File: src/rtl/sts_pkg.sv
// Purpose: constants and types for the serial slave transmit buffer block
// Assumes: REF_CLK at 10 MHz, register bus byte addresses
// Notes: control and status words at 0x5F0 and 0x5F4 release and watch the buffers
package sts_pkg;
	localparam int ADDR_W = 12;
	localparam int CNT_W = 15;
	localparam int FIFO_DEPTH = 8;
	localparam logic [11:0] OFS_TX_PTR = 12'h544;
	localparam logic [11:0] OFS_TX_MAX = 12'h548;
	localparam logic [11:0] OFS_TX_AMOUNT = 12'h54C;
	localparam logic [11:0] OFS_TX_LIST = 12'h550;
	localparam logic [11:0] OFS_CONFIG = 12'h554;
	localparam logic [11:0] OFS_DEF_CHAR = 12'h55C;
	localparam logic [11:0] OFS_ORC_CHAR = 12'h5C0;
	localparam logic [11:0] OFS_CTRL = 12'h5F0;
	localparam logic [11:0] OFS_STATUS = 12'h5F4;
	localparam int CTRL_RELEASE_BIT = 0;
	localparam int CTRL_ACQUIRE_BIT = 1;
	localparam int STAT_GRANT_BIT = 0;
	localparam int STAT_ACTIVE_BIT = 1;
	localparam logic [31:0] RST_WORD = 32'h0000_0000;
	localparam logic [CNT_W-1:0] RST_CNT = 15'h0000;
	localparam logic [7:0] RST_CHAR = 8'h00;
	localparam int CLK_KHZ = 10000;
	localparam int T_START_NS = 125;
	localparam int START_CYC_RAW = (T_START_NS * CLK_KHZ) / 1000000;
	localparam int START_CYC = (START_CYC_RAW < 1) ? 1 : START_CYC_RAW;
	typedef struct packed {
		logic csn_n;
		logic sck;
	} sts_link_t;
	localparam sts_link_t LINK_IDLE = '{csn_n: 1'b1, sck: 1'b0};
	typedef enum logic [1:0] {ST_IDLE, ST_BUF, ST_IGN} sts_xfer_t;
endpackage : sts_pkg

File: src/rtl/sts_fifo.sv
// Purpose: small byte FIFO between the fetch port and the shifter
// Assumes: DEPTH is a power of two
// Notes: flush empties it at once
`timescale 1ns/1ns
module sts_fifo #(
	parameter int WIDTH = 8,
	parameter int DEPTH = 8
) (
	// clock and reset
	input wire logic clk,
	input wire logic rst_n,
	input wire logic flush,
	// fill side
	input wire logic in_valid,
	output logic in_ready,
	input wire logic [WIDTH-1:0] in_data,
	// drain side
	output logic out_valid,
	input wire logic out_ready,
	output logic [WIDTH-1:0] out_data
);
	localparam int AW = $clog2(DEPTH);
	logic [WIDTH-1:0] mem_ff [DEPTH];
	logic [AW-1:0] wr_ff;
	logic [AW-1:0] rd_ff;
	logic [AW:0] cnt_ff;
	logic push;
	logic pop;

	assign in_ready = (cnt_ff != (AW+1)'(DEPTH));
	assign out_valid = (cnt_ff != '0);
	assign push = in_valid & in_ready;
	assign pop = out_valid & out_ready;
	assign out_data = mem_ff[rd_ff];

	always_ff @(posedge clk) begin
		if (push) begin
			mem_ff[wr_ff] <= in_data;
		end
	end

	always_ff @(posedge clk or negedge rst_n) begin
		if (!rst_n) begin
			wr_ff <= '0;
			rd_ff <= '0;
			cnt_ff <= '0;
		end else if (flush) begin
			wr_ff <= '0;
			rd_ff <= '0;
			cnt_ff <= '0;
		end else begin
			wr_ff <= wr_ff + AW'(push);
			rd_ff <= rd_ff + AW'(pop);
			cnt_ff <= cnt_ff + (AW+1)'(push) - (AW+1)'(pop);
		end
	end
endmodule : sts_fifo

File: src/rtl/sts_shifter.sv
// Purpose: mode 0 output shifter, msb first
// Assumes: rise and fall are one-cycle pulses of the synchronised clock
// Notes: a load replaces the shift on a byte boundary
`timescale 1ns/1ns
module sts_shifter (
	// clock and reset
	input wire logic clk,
	input wire logic rst_n,
	// link events
	input wire logic start,
	input wire logic rise,
	input wire logic fall,
	// byte supply
	input wire logic load,
	input wire logic [7:0] load_byte,
	// state
	output logic bit_out,
	output logic boundary,
	output logic byte_done
);
	import sts_pkg::*;
	logic [7:0] sr_ff;
	logic [2:0] cnt_ff;

	assign bit_out = sr_ff[7];
	assign boundary = (cnt_ff == 3'h0);
	assign byte_done = rise & (cnt_ff == 3'h7);

	always_ff @(posedge clk or negedge rst_n) begin
		if (!rst_n) begin
			sr_ff <= RST_CHAR;
		end else if (load) begin
			sr_ff <= load_byte;
		end else if (fall) begin
			sr_ff <= {sr_ff[6:0], 1'b0};
		end
	end

	always_ff @(posedge clk or negedge rst_n) begin
		if (!rst_n) begin
			cnt_ff <= 3'h0;
		end else if (start) begin
			cnt_ff <= 3'h0;
		end else if (rise) begin
			cnt_ff <= cnt_ff + 3'h1;
		end
	end
endmodule : sts_shifter

File: src/rtl/sts_top.sv
// Purpose: transmit buffer registers and fill characters of a serial slave
// Assumes: mode 0 link, SCK far slower than REF_CLK; fetch port on REF_CLK
// Notes: one fetch outstanding at a time; FIFO back-pressure stalls fetching
//
// Chosen here: the Avalon-MM slave port.
`timescale 1ns/1ns
module sts_top (
	// clock and reset
	input wire logic REF_CLK,
	input wire logic RST_N,
	// register bus
	input wire logic [sts_pkg::ADDR_W-1:0] AVS_ADDRESS,
	input wire logic AVS_READ,
	input wire logic AVS_WRITE,
	input wire logic [31:0] AVS_WRITEDATA,
	input wire logic [3:0] AVS_BYTEENABLE,
	output logic [31:0] AVS_READDATA,
	output logic AVS_WAITREQUEST,
	// buffer fetch port
	output logic RD_REQ,
	output logic [31:0] RD_ADDR,
	input wire logic RD_ACK,
	input wire logic [7:0] RD_DATA,
	// serial link
	input wire logic SCK,
	input wire logic CSN_N,
	output logic MISO,
	output logic MISO_OE
);
	import sts_pkg::*;

	function automatic logic [31:0] be_merge(input logic [31:0] old,
			input logic [31:0] wd, input logic [3:0] be);
		logic [31:0] res;
		res = old;
		for (int i = 0; i < 4; i++) begin
			if (be[i]) begin
				res[8*i +: 8] = wd[8*i +: 8];
			end
		end
		return res;
	endfunction : be_merge

	// link synchroniser
	sts_link_t s1_ff;
	sts_link_t s2_ff;
	sts_link_t s3_ff;
	logic sck_rise;
	logic sck_fall;
	logic csn_fall;
	logic csn_rise;

	// bus slave
	logic ack_ff;
	logic wr_do;
	logic [31:0] rdata_ff;
	logic [31:0] nxt_rdata;

	// registers
	logic [31:0] ptr_ff;
	logic [CNT_W-1:0] max_ff;
	logic [CNT_W-1:0] amount_ff;
	logic [31:0] list_ff;
	logic [31:0] config_ff;
	logic [7:0] def_ff;
	logic [7:0] orc_ff;
	logic [31:0] m_max;
	logic [31:0] m_def;
	logic [31:0] m_orc;
	logic release_do;
	logic acquire_do;
	logic grant_ff;

	// fetch and transaction
	logic req_ff;
	logic stale_ff;
	logic [31:0] rd_addr_ff;
	logic [CNT_W-1:0] fetched_ff;
	logic fetch_ok;
	logic push;
	logic fifo_in_ready;
	logic fifo_valid;
	logic [7:0] fifo_data;
	sts_xfer_t state_ff;
	logic granted_now;
	logic [CNT_W-1:0] loaded_ff;
	logic [CNT_W-1:0] base_cnt;
	logic [CNT_W-1:0] done_ff;
	logic cur_buf_ff;
	logic load;
	logic use_buf;
	logic [7:0] nxt_byte;
	logic boundary;
	logic byte_done;
	logic bit_out;

	always_ff @(posedge REF_CLK or negedge RST_N) begin
		if (!RST_N) begin
			s1_ff <= LINK_IDLE;
			s2_ff <= LINK_IDLE;
			s3_ff <= LINK_IDLE;
		end else begin
			s1_ff <= '{csn_n: CSN_N, sck: SCK};
			s2_ff <= s1_ff;
			s3_ff <= s2_ff;
		end
	end

	// edges are taken from the second and third stage only
	assign sck_rise = s2_ff.sck & ~s3_ff.sck & ~s2_ff.csn_n;
	assign sck_fall = ~s2_ff.sck & s3_ff.sck & ~s2_ff.csn_n;
	assign csn_fall = ~s2_ff.csn_n & s3_ff.csn_n;
	assign csn_rise = s2_ff.csn_n & ~s3_ff.csn_n;

	// every access answers at the second edge; one wait cycle keeps reads registered
	assign AVS_WAITREQUEST = (AVS_READ | AVS_WRITE) & ~ack_ff;
	assign AVS_READDATA = rdata_ff;
	assign wr_do = AVS_WRITE & ack_ff;

	always_ff @(posedge REF_CLK or negedge RST_N) begin
		if (!RST_N) begin
			ack_ff <= 1'b0;
		end else begin
			ack_ff <= (AVS_READ | AVS_WRITE) & ~ack_ff;
		end
	end

	always_comb begin
		case (AVS_ADDRESS)
			OFS_TX_PTR: nxt_rdata = ptr_ff;
			OFS_TX_MAX: nxt_rdata = {17'h0_0000, max_ff};
			OFS_TX_AMOUNT: nxt_rdata = {17'h0_0000, amount_ff};
			OFS_TX_LIST: nxt_rdata = list_ff;
			OFS_CONFIG: nxt_rdata = config_ff;
			OFS_DEF_CHAR: nxt_rdata = {24'h00_0000, def_ff};
			OFS_ORC_CHAR: nxt_rdata = {24'h00_0000, orc_ff};
			OFS_STATUS: nxt_rdata = {30'h0000_0000, state_ff != ST_IDLE, grant_ff};
			default: nxt_rdata = RST_WORD;
		endcase
	end

	always_ff @(posedge REF_CLK or negedge RST_N) begin
		if (!RST_N) begin
			rdata_ff <= RST_WORD;
		end else if (AVS_READ & ~ack_ff) begin
			rdata_ff <= nxt_rdata;
		end
	end

	assign m_max = be_merge({17'h0_0000, max_ff}, AVS_WRITEDATA, AVS_BYTEENABLE);
	assign m_def = be_merge({24'h00_0000, def_ff}, AVS_WRITEDATA, AVS_BYTEENABLE);
	assign m_orc = be_merge({24'h00_0000, orc_ff}, AVS_WRITEDATA, AVS_BYTEENABLE);

	always_ff @(posedge REF_CLK or negedge RST_N) begin
		if (!RST_N) begin
			ptr_ff <= RST_WORD;
			max_ff <= RST_CNT;
			list_ff <= RST_WORD;
			config_ff <= RST_WORD;
			def_ff <= RST_CHAR;
			orc_ff <= RST_CHAR;
		end else if (wr_do) begin
			case (AVS_ADDRESS)
				OFS_TX_PTR: ptr_ff <= be_merge(ptr_ff, AVS_WRITEDATA, AVS_BYTEENABLE);
				OFS_TX_MAX: max_ff <= m_max[CNT_W-1:0];
				OFS_TX_LIST: list_ff <= be_merge(list_ff, AVS_WRITEDATA, AVS_BYTEENABLE);
				OFS_CONFIG: config_ff <= be_merge(config_ff, AVS_WRITEDATA, AVS_BYTEENABLE);
				OFS_DEF_CHAR: def_ff <= m_def[7:0];
				OFS_ORC_CHAR: orc_ff <= m_orc[7:0];
				default: ;
			endcase
		end
	end

	assign release_do = wr_do & (AVS_ADDRESS == OFS_CTRL) & AVS_BYTEENABLE[0]
		& AVS_WRITEDATA[CTRL_RELEASE_BIT];
	assign acquire_do = wr_do & (AVS_ADDRESS == OFS_CTRL) & AVS_BYTEENABLE[0]
		& AVS_WRITEDATA[CTRL_ACQUIRE_BIT];

	// software cannot take the buffers back in the middle of a granted transaction
	always_ff @(posedge REF_CLK or negedge RST_N) begin
		if (!RST_N) begin
			grant_ff <= 1'b0;
		end else if (release_do) begin
			grant_ff <= 1'b1;
		end else if (acquire_do && state_ff != ST_BUF) begin
			grant_ff <= 1'b0;
		end else if (csn_rise && state_ff == ST_BUF) begin
			grant_ff <= 1'b0;
		end
	end

	// fetching stops at the byte limit, so the buffer is never read past it
	// no new fetch in the release cycle: its address would belong to the old buffer
	assign fetch_ok = grant_ff & ~req_ff & ~release_do & (fetched_ff < max_ff)
		& fifo_in_ready;
	assign push = RD_ACK & req_ff & ~stale_ff & grant_ff;
	assign RD_REQ = req_ff;
	assign RD_ADDR = rd_addr_ff;

	always_ff @(posedge REF_CLK or negedge RST_N) begin
		if (!RST_N) begin
			req_ff <= 1'b0;
			rd_addr_ff <= RST_WORD;
		end else if (fetch_ok) begin
			req_ff <= 1'b1;
			rd_addr_ff <= ptr_ff + {17'h0_0000, fetched_ff};
		end else if (RD_ACK) begin
			req_ff <= 1'b0;
		end
	end

	// an answer to a fetch issued before a new release belongs to the old buffer
	always_ff @(posedge REF_CLK or negedge RST_N) begin
		if (!RST_N) begin
			stale_ff <= 1'b0;
		end else if (release_do && req_ff && !RD_ACK) begin
			stale_ff <= 1'b1;
		end else if (RD_ACK) begin
			stale_ff <= 1'b0;
		end
	end

	always_ff @(posedge REF_CLK or negedge RST_N) begin
		if (!RST_N) begin
			fetched_ff <= RST_CNT;
		end else if (release_do) begin
			fetched_ff <= RST_CNT;
		end else if (fetch_ok) begin
			fetched_ff <= fetched_ff + 15'h0001;
		end
	end

	sts_fifo #(
		.WIDTH(8),
		.DEPTH(FIFO_DEPTH)
	) u_fifo (
		.clk(REF_CLK),
		.rst_n(RST_N),
		.flush(release_do),
		.in_valid(push),
		.in_ready(fifo_in_ready),
		.in_data(RD_DATA),
		.out_valid(fifo_valid),
		.out_ready(load & use_buf),
		.out_data(fifo_data)
	);

	always_ff @(posedge REF_CLK or negedge RST_N) begin
		if (!RST_N) begin
			state_ff <= ST_IDLE;
		end else if (csn_fall) begin
			state_ff <= grant_ff ? ST_BUF : ST_IGN;
		end else if (csn_rise) begin
			state_ff <= ST_IDLE;
		end
	end

	assign granted_now = (state_ff == ST_BUF) | (csn_fall & grant_ff);
	assign load = csn_fall | (sck_fall & boundary & (state_ff != ST_IDLE));
	// a new frame counts from zero, not from the total of the frame before
	assign base_cnt = csn_fall ? RST_CNT : loaded_ff;

	// an empty FIFO inside the limit also sends the over-read character
	always_comb begin
		use_buf = 1'b0;
		nxt_byte = def_ff;
		if (granted_now) begin
			if (base_cnt < max_ff && fifo_valid) begin
				use_buf = 1'b1;
				nxt_byte = fifo_data;
			end else begin
				nxt_byte = orc_ff;
			end
		end
	end

	always_ff @(posedge REF_CLK or negedge RST_N) begin
		if (!RST_N) begin
			loaded_ff <= RST_CNT;
			cur_buf_ff <= 1'b0;
		end else if (load) begin
			loaded_ff <= base_cnt + CNT_W'(use_buf);
			cur_buf_ff <= use_buf;
		end
	end

	// only bytes whose eighth bit went out count as sent
	always_ff @(posedge REF_CLK or negedge RST_N) begin
		if (!RST_N) begin
			done_ff <= RST_CNT;
		end else if (csn_fall) begin
			done_ff <= RST_CNT;
		end else if (byte_done && cur_buf_ff && state_ff == ST_BUF) begin
			done_ff <= done_ff + 15'h0001;
		end
	end

	always_ff @(posedge REF_CLK or negedge RST_N) begin
		if (!RST_N) begin
			amount_ff <= RST_CNT;
		end else if (csn_rise && state_ff == ST_BUF) begin
			amount_ff <= done_ff;
		end
	end

	sts_shifter u_shift (
		.clk(REF_CLK),
		.rst_n(RST_N),
		.start(csn_fall),
		.rise(sck_rise),
		.fall(sck_fall),
		.load(load),
		.load_byte(nxt_byte),
		.bit_out(bit_out),
		.boundary(boundary),
		.byte_done(byte_done)
	);

	assign MISO = bit_out;
	assign MISO_OE = ~s2_ff.csn_n;
endmodule : sts_top

File: config.mk
export PLATFORM = sky130hd
export DESIGN_NAME = sts_top
export DESIGN_NICKNAME = d
export VERILOG_FILES = /design/src/rtl/sts_pkg.sv /design/src/rtl/sts_fifo.sv /design/src/rtl/sts_shifter.sv /design/src/rtl/sts_top.sv
export SDC_FILE = /design/constraint.sdc
export NUM_CORES = 1
export LEC_CHECK = 0
export BUFFER_PORTS_ARGS = -buffer_cell sky130_fd_sc_hd__buf_2
export CAP_MARGIN = 20
export CORE_UTILIZATION = 25
export DETAILED_ROUTE_END_ITERATION = 12
export PLACE_DENSITY_LB_ADDON = 0.25
export SLEW_MARGIN = 5
export SYNTH_ARGS = -nofsm -noshare
export SYNTH_HDL_FRONTEND = slang
export SYNTH_SLANG_ARGS = --single-unit
File: constraint.sdc
create_clock -name REF_CLK -period 5.6 [get_ports REF_CLK]
set_clock_uncertainty 0.05 [all_clocks]
set_input_delay 0.28 -clock REF_CLK [delete_from_list [all_inputs] [get_ports REF_CLK]]
set_output_delay 0.28 -clock REF_CLK [all_outputs]
set_load 0.05 [all_outputs]
==> run metrics <==
Clock transition at path regs 0.06 ns; Final Critical Period 4.61 ns; crit-path max cell delay roughly 0.57 ns; Primary FF master, synth dfrtp_1; endpoints failing hold 0; drt drc 0; CP Max Fanout 12; RePlAce Congestion 0.807; Root Driver clkbuf_16; met3 WL ~2700 um; Seq cells post-synth 349; mapped cell area 16600 um2; fillers 6699; Hold WC Path Type in -> reg; slew of the pin with the lowest slew margin 1.08 ns; FMAX between 200 and 250 MHz; final max-slew violation count 0; Slew HR 0.280; CTS Buf Count 40; Total Neg Setup Slack 0 ns; worst skew pair latency between 0.5 and 0.6 ns; logic gate share of total power 0.035; CP Buf/Inv Count 1; DRT Wirelength 49500 um; Async S/R FF share, synth 0.817; share of cells above drive strength 1 0.239; H-Tree Depth 2; deepest clock path buffer count 3; post-synthesis cell type count 75; crit path capture type register; Leakage 8.72 nW; Crit path arrival time 4.98 ns; Core Area 65700 um2; Die Ht 260 um; Worst setup SP type register; Max Cap Viol 0; Die Area 67500 um2; Starting Density 0.253; gr usage total 0.146; Synth top area share 0.425; RSZ-0062 raised after global routing no; post-detail-place hpwl roughly 35000 um; sw frac 0.224; Net Sw Power 0.00121 W; first-pass GRT wire length 75100 um; Die X 260 um; post-route ant nets 0; power per cell area 269 nW/um2; share of total power in the clock network 0.481; # IOs ~130; final setup violation count 0; DR WL/cell 20.0 um; Critical Path RT 5.97 ns; fin nets about 1700; Post-synth EDFFs 64; outcome complete, no violations; largest net degree at the start of global routing 171; period utilisation layout 0.823; area leader, netlist dfrtp_1; initial antenna violation count 8; port bufs 130; Initial DRC Count 766; synth warn 0; Area growth syn-to-layout 20.6%; WL met2 23300 um; total number of vias between 10000 and 15000; synth top area cells dfrtp_1 42%, edfxtp_1 12%, mux2_2 9.2%; Initial DRT Pass Iterations 7; Crit-path slowest cell dfstp_2; Site Rows between 90 and 100; type of the worst setup path reg -> reg; sequential area share after synthesis 0.545; CTS tree done; Power Internal 0.00418 W; Flop pwr share 0.484; Post-Syn Nets 1528; Core Util, Final 0.305; top sig layer met5; Top Family by Delay on Critical Path simple AND/OR/NAND/NOR gates; Vias/cell 4.76; crit-path cells inv_1 > ha_2 > nor2b_1 > ha_1 > a21o_1 > a21o_1 > a221o_1 > a211oi_1 > nand3_1 > or2_1 > nand2_1 > ha_1 > fa_1 > nor2b_1; Syn Inst Count 1407; vias in the first global route approximately 12000; Mean Syn Cell Area 11.8 um2; cts repair resizes 0; routed length on met1 21900 um; worst vdd ir 0.000218 V; CTS sink count 349; grt total ovfl 0
==> metrics by stage <==
stage | total power (W) | std cells | setup slack (ns) | hold WS [ns] | instance area [um2]
final | 0.00539 | 2477 | 0.994 | 0.0333 | 20000
after global routing | 0.00559 | 2477 | 0.787 | 0.0193 | 20000
after CTS | 0.00547 | 2474 | 1.05 | 0.00100 | 20000
after detailed placement | 0.00282 | 2363 | 1.07 | 0.246 | 18300
after global placement | 0.00282 | 2363 | 1.16 | 0.243 | 18300
after floorplan | 0.00270 | 1407 | 1.40 | -0.0656 | 16600
==> placed cells by master (no fill, tap or decap), types with 5 or more instances in the layout <==
cell type / Yosys / final
clkbuf_1: 38 / 7
o211ai_1: 10 / 10
a21o_1: 14 / 14
or3_1: 5 / 5
nor3_2: 4 / 7
dfrtp_1: 282 / 282
dlygate4sd3_1: 0 / 42
ha_1: 56 / 55
xnor2_1: 39 / 39
and4_1: 6 / 6
nor3b_2: 6 / 6
and2_1: 5 / 5
inv_1: 43 / 43
nand2b_1: 15 / 14
o221ai_1: 10 / 10
mux2_2: 135 / 135
a21oi_1: 55 / 55
xor2_1: 37 / 37
nand4_1: 13 / 13
and3_1: 13 / 13
clkbuf_8: 0 / 5
nor2_1: 102 / 102
a22oi_1: 30 / 30
nand3_1: 33 / 33
nand2_1: 135 / 135
buf_2: 8 / 129
clkbuf_16: 0 / 42
mux2i_1: 13 / 13
o21ai_0: 83 / 83
edfxtp_1: 64 / 64
o2111ai_1: 5 / 5
mux4_2: 16 / 16
nor2b_1: 24 / 24
a22o_1: 8 / 8
buf_4: 0 / 13
nor3_1: 10 / 7
clkinv_2: 0 / 7
a222oi_1: 22 / 22
==> layer usage <==
metal | up-vias | GRT usage
met5 | - | 0
li1 | 5500 | -
met1 | 5899 | 0.189
met4 | 14 | 0.0492
met2 | 275 | 0.238
met3 | 96 | 0.0352
==> worst register-to-register path, stage by stage (launching register included) <==
cell	delay (ns)
dfstp_2	0.57
inv_1	0.07
ha_2	0.26
nor2b_1	0.26
ha_1	0.30
a21o_1	0.17
a21o_1	0.17
a221o_1	0.34
a211oi_1	0.48
nand3_1	0.55
or2_1	0.44
nand2_1	0.08
ha_1	0.19
fa_1	0.41
nor2b_1	0.13
==> path summary, 6_finish.rpt <==
| path | from | slack (ns) | cells past startpoint | endpoint |
|---|---|---|---|---|
| min in group asynchronous | RST_N | 0.23 | 2 | RD_ADDR[31] |
| max reg2reg | s2_ff[1] | 0.99 | 14 | u_fifo.cnt_ff[1] |
| min reg2reg | s1_ff[0] | 0.32 | 0 | s2_ff[0] |
| max | s2_ff[1] | 0.99 | 14 | u_fifo.cnt_ff[1] |
| min | AVS_WRITEDATA[4] | 0.03 | 3 | orc_ff[4] |
| max in group asynchronous | RST_N | 3.85 | 3 | fetched_ff[0] |
==> power by group through the flow <==
stage	clock, W	combinational [W]	sequential (W)
floorplan	0	0.0000546	0.00265
global placement	0	0.000164	0.00265
detailed placement	0	0.000168	0.00265
CTS	0.00267	0.000194	0.00261
global route	0.00278	0.000210	0.00260
finish	0.00259	0.000189	0.00261
==> repair_timing <==
action,in CTS,in global routing
hold buffers,42,0
endpoints found under the setup margin,0,0
buffers inserted,0,0
endpoints found under the hold margin,225,0
==> area by class of cell <==
| class | count | area [um2] | area share |
|---|---|---|---|
| clock buffer | 54 | 1150 | 0.0572 |
| timing repair buffer | 188 | 1240 | 0.0618 |
| clock inverter | 15 | 135 | 0.00675 |
| tap | 864 | 1080 | 0.0540 |
| antenna | 1 | 2.50 | 0.000125 |
| sequential | 349 | 9060 | 0.452 |
| inverter | 43 | 161 | 0.00806 |
| multi-input combinational | 963 | 7210 | 0.360 |
==> flip-flops by register name, summed over array words and instances, names as in the netlist, 3 cells and up <==
name,cells
u_fifo.mem_ff,64
AVS_READDATA,32
RD_ADDR,32
config_ff,32
list_ff,32
ptr_ff,32
amount_ff,15
done_ff,15
fetched_ff,15
loaded_ff,15
max_ff,15
def_ff,8
orc_ff,8
u_shift.sr_ff,8
u_fifo.cnt_ff,4
u_fifo.rd_ff,3
u_fifo.wr_ff,3
u_shift.cnt_ff,3
==> kinds of logic after synthesis <==
kind of cell	synth area share
xor+xnor	0.0401
mux	0.121
buf+inv	0.0230
fa+ha+maj	0.0446
simple gates	0.117
compound gates	0.109
flops	0.545
==> cell usage after synthesis, drive strengths merged (16+ instances only) <==
cell / n
clkbuf: 38
ha: 56
xnor2: 39
inv: 43
mux2: 135
a222oi: 22
xor2: 37
nand2: 135
nor2b: 24
mux4: 16
edfxtp: 64
a22oi: 30
nor2: 103
o21ai: 83
nand3: 33
dfrtp: 282
a21oi: 55
(Power assumes the default switching activity.)
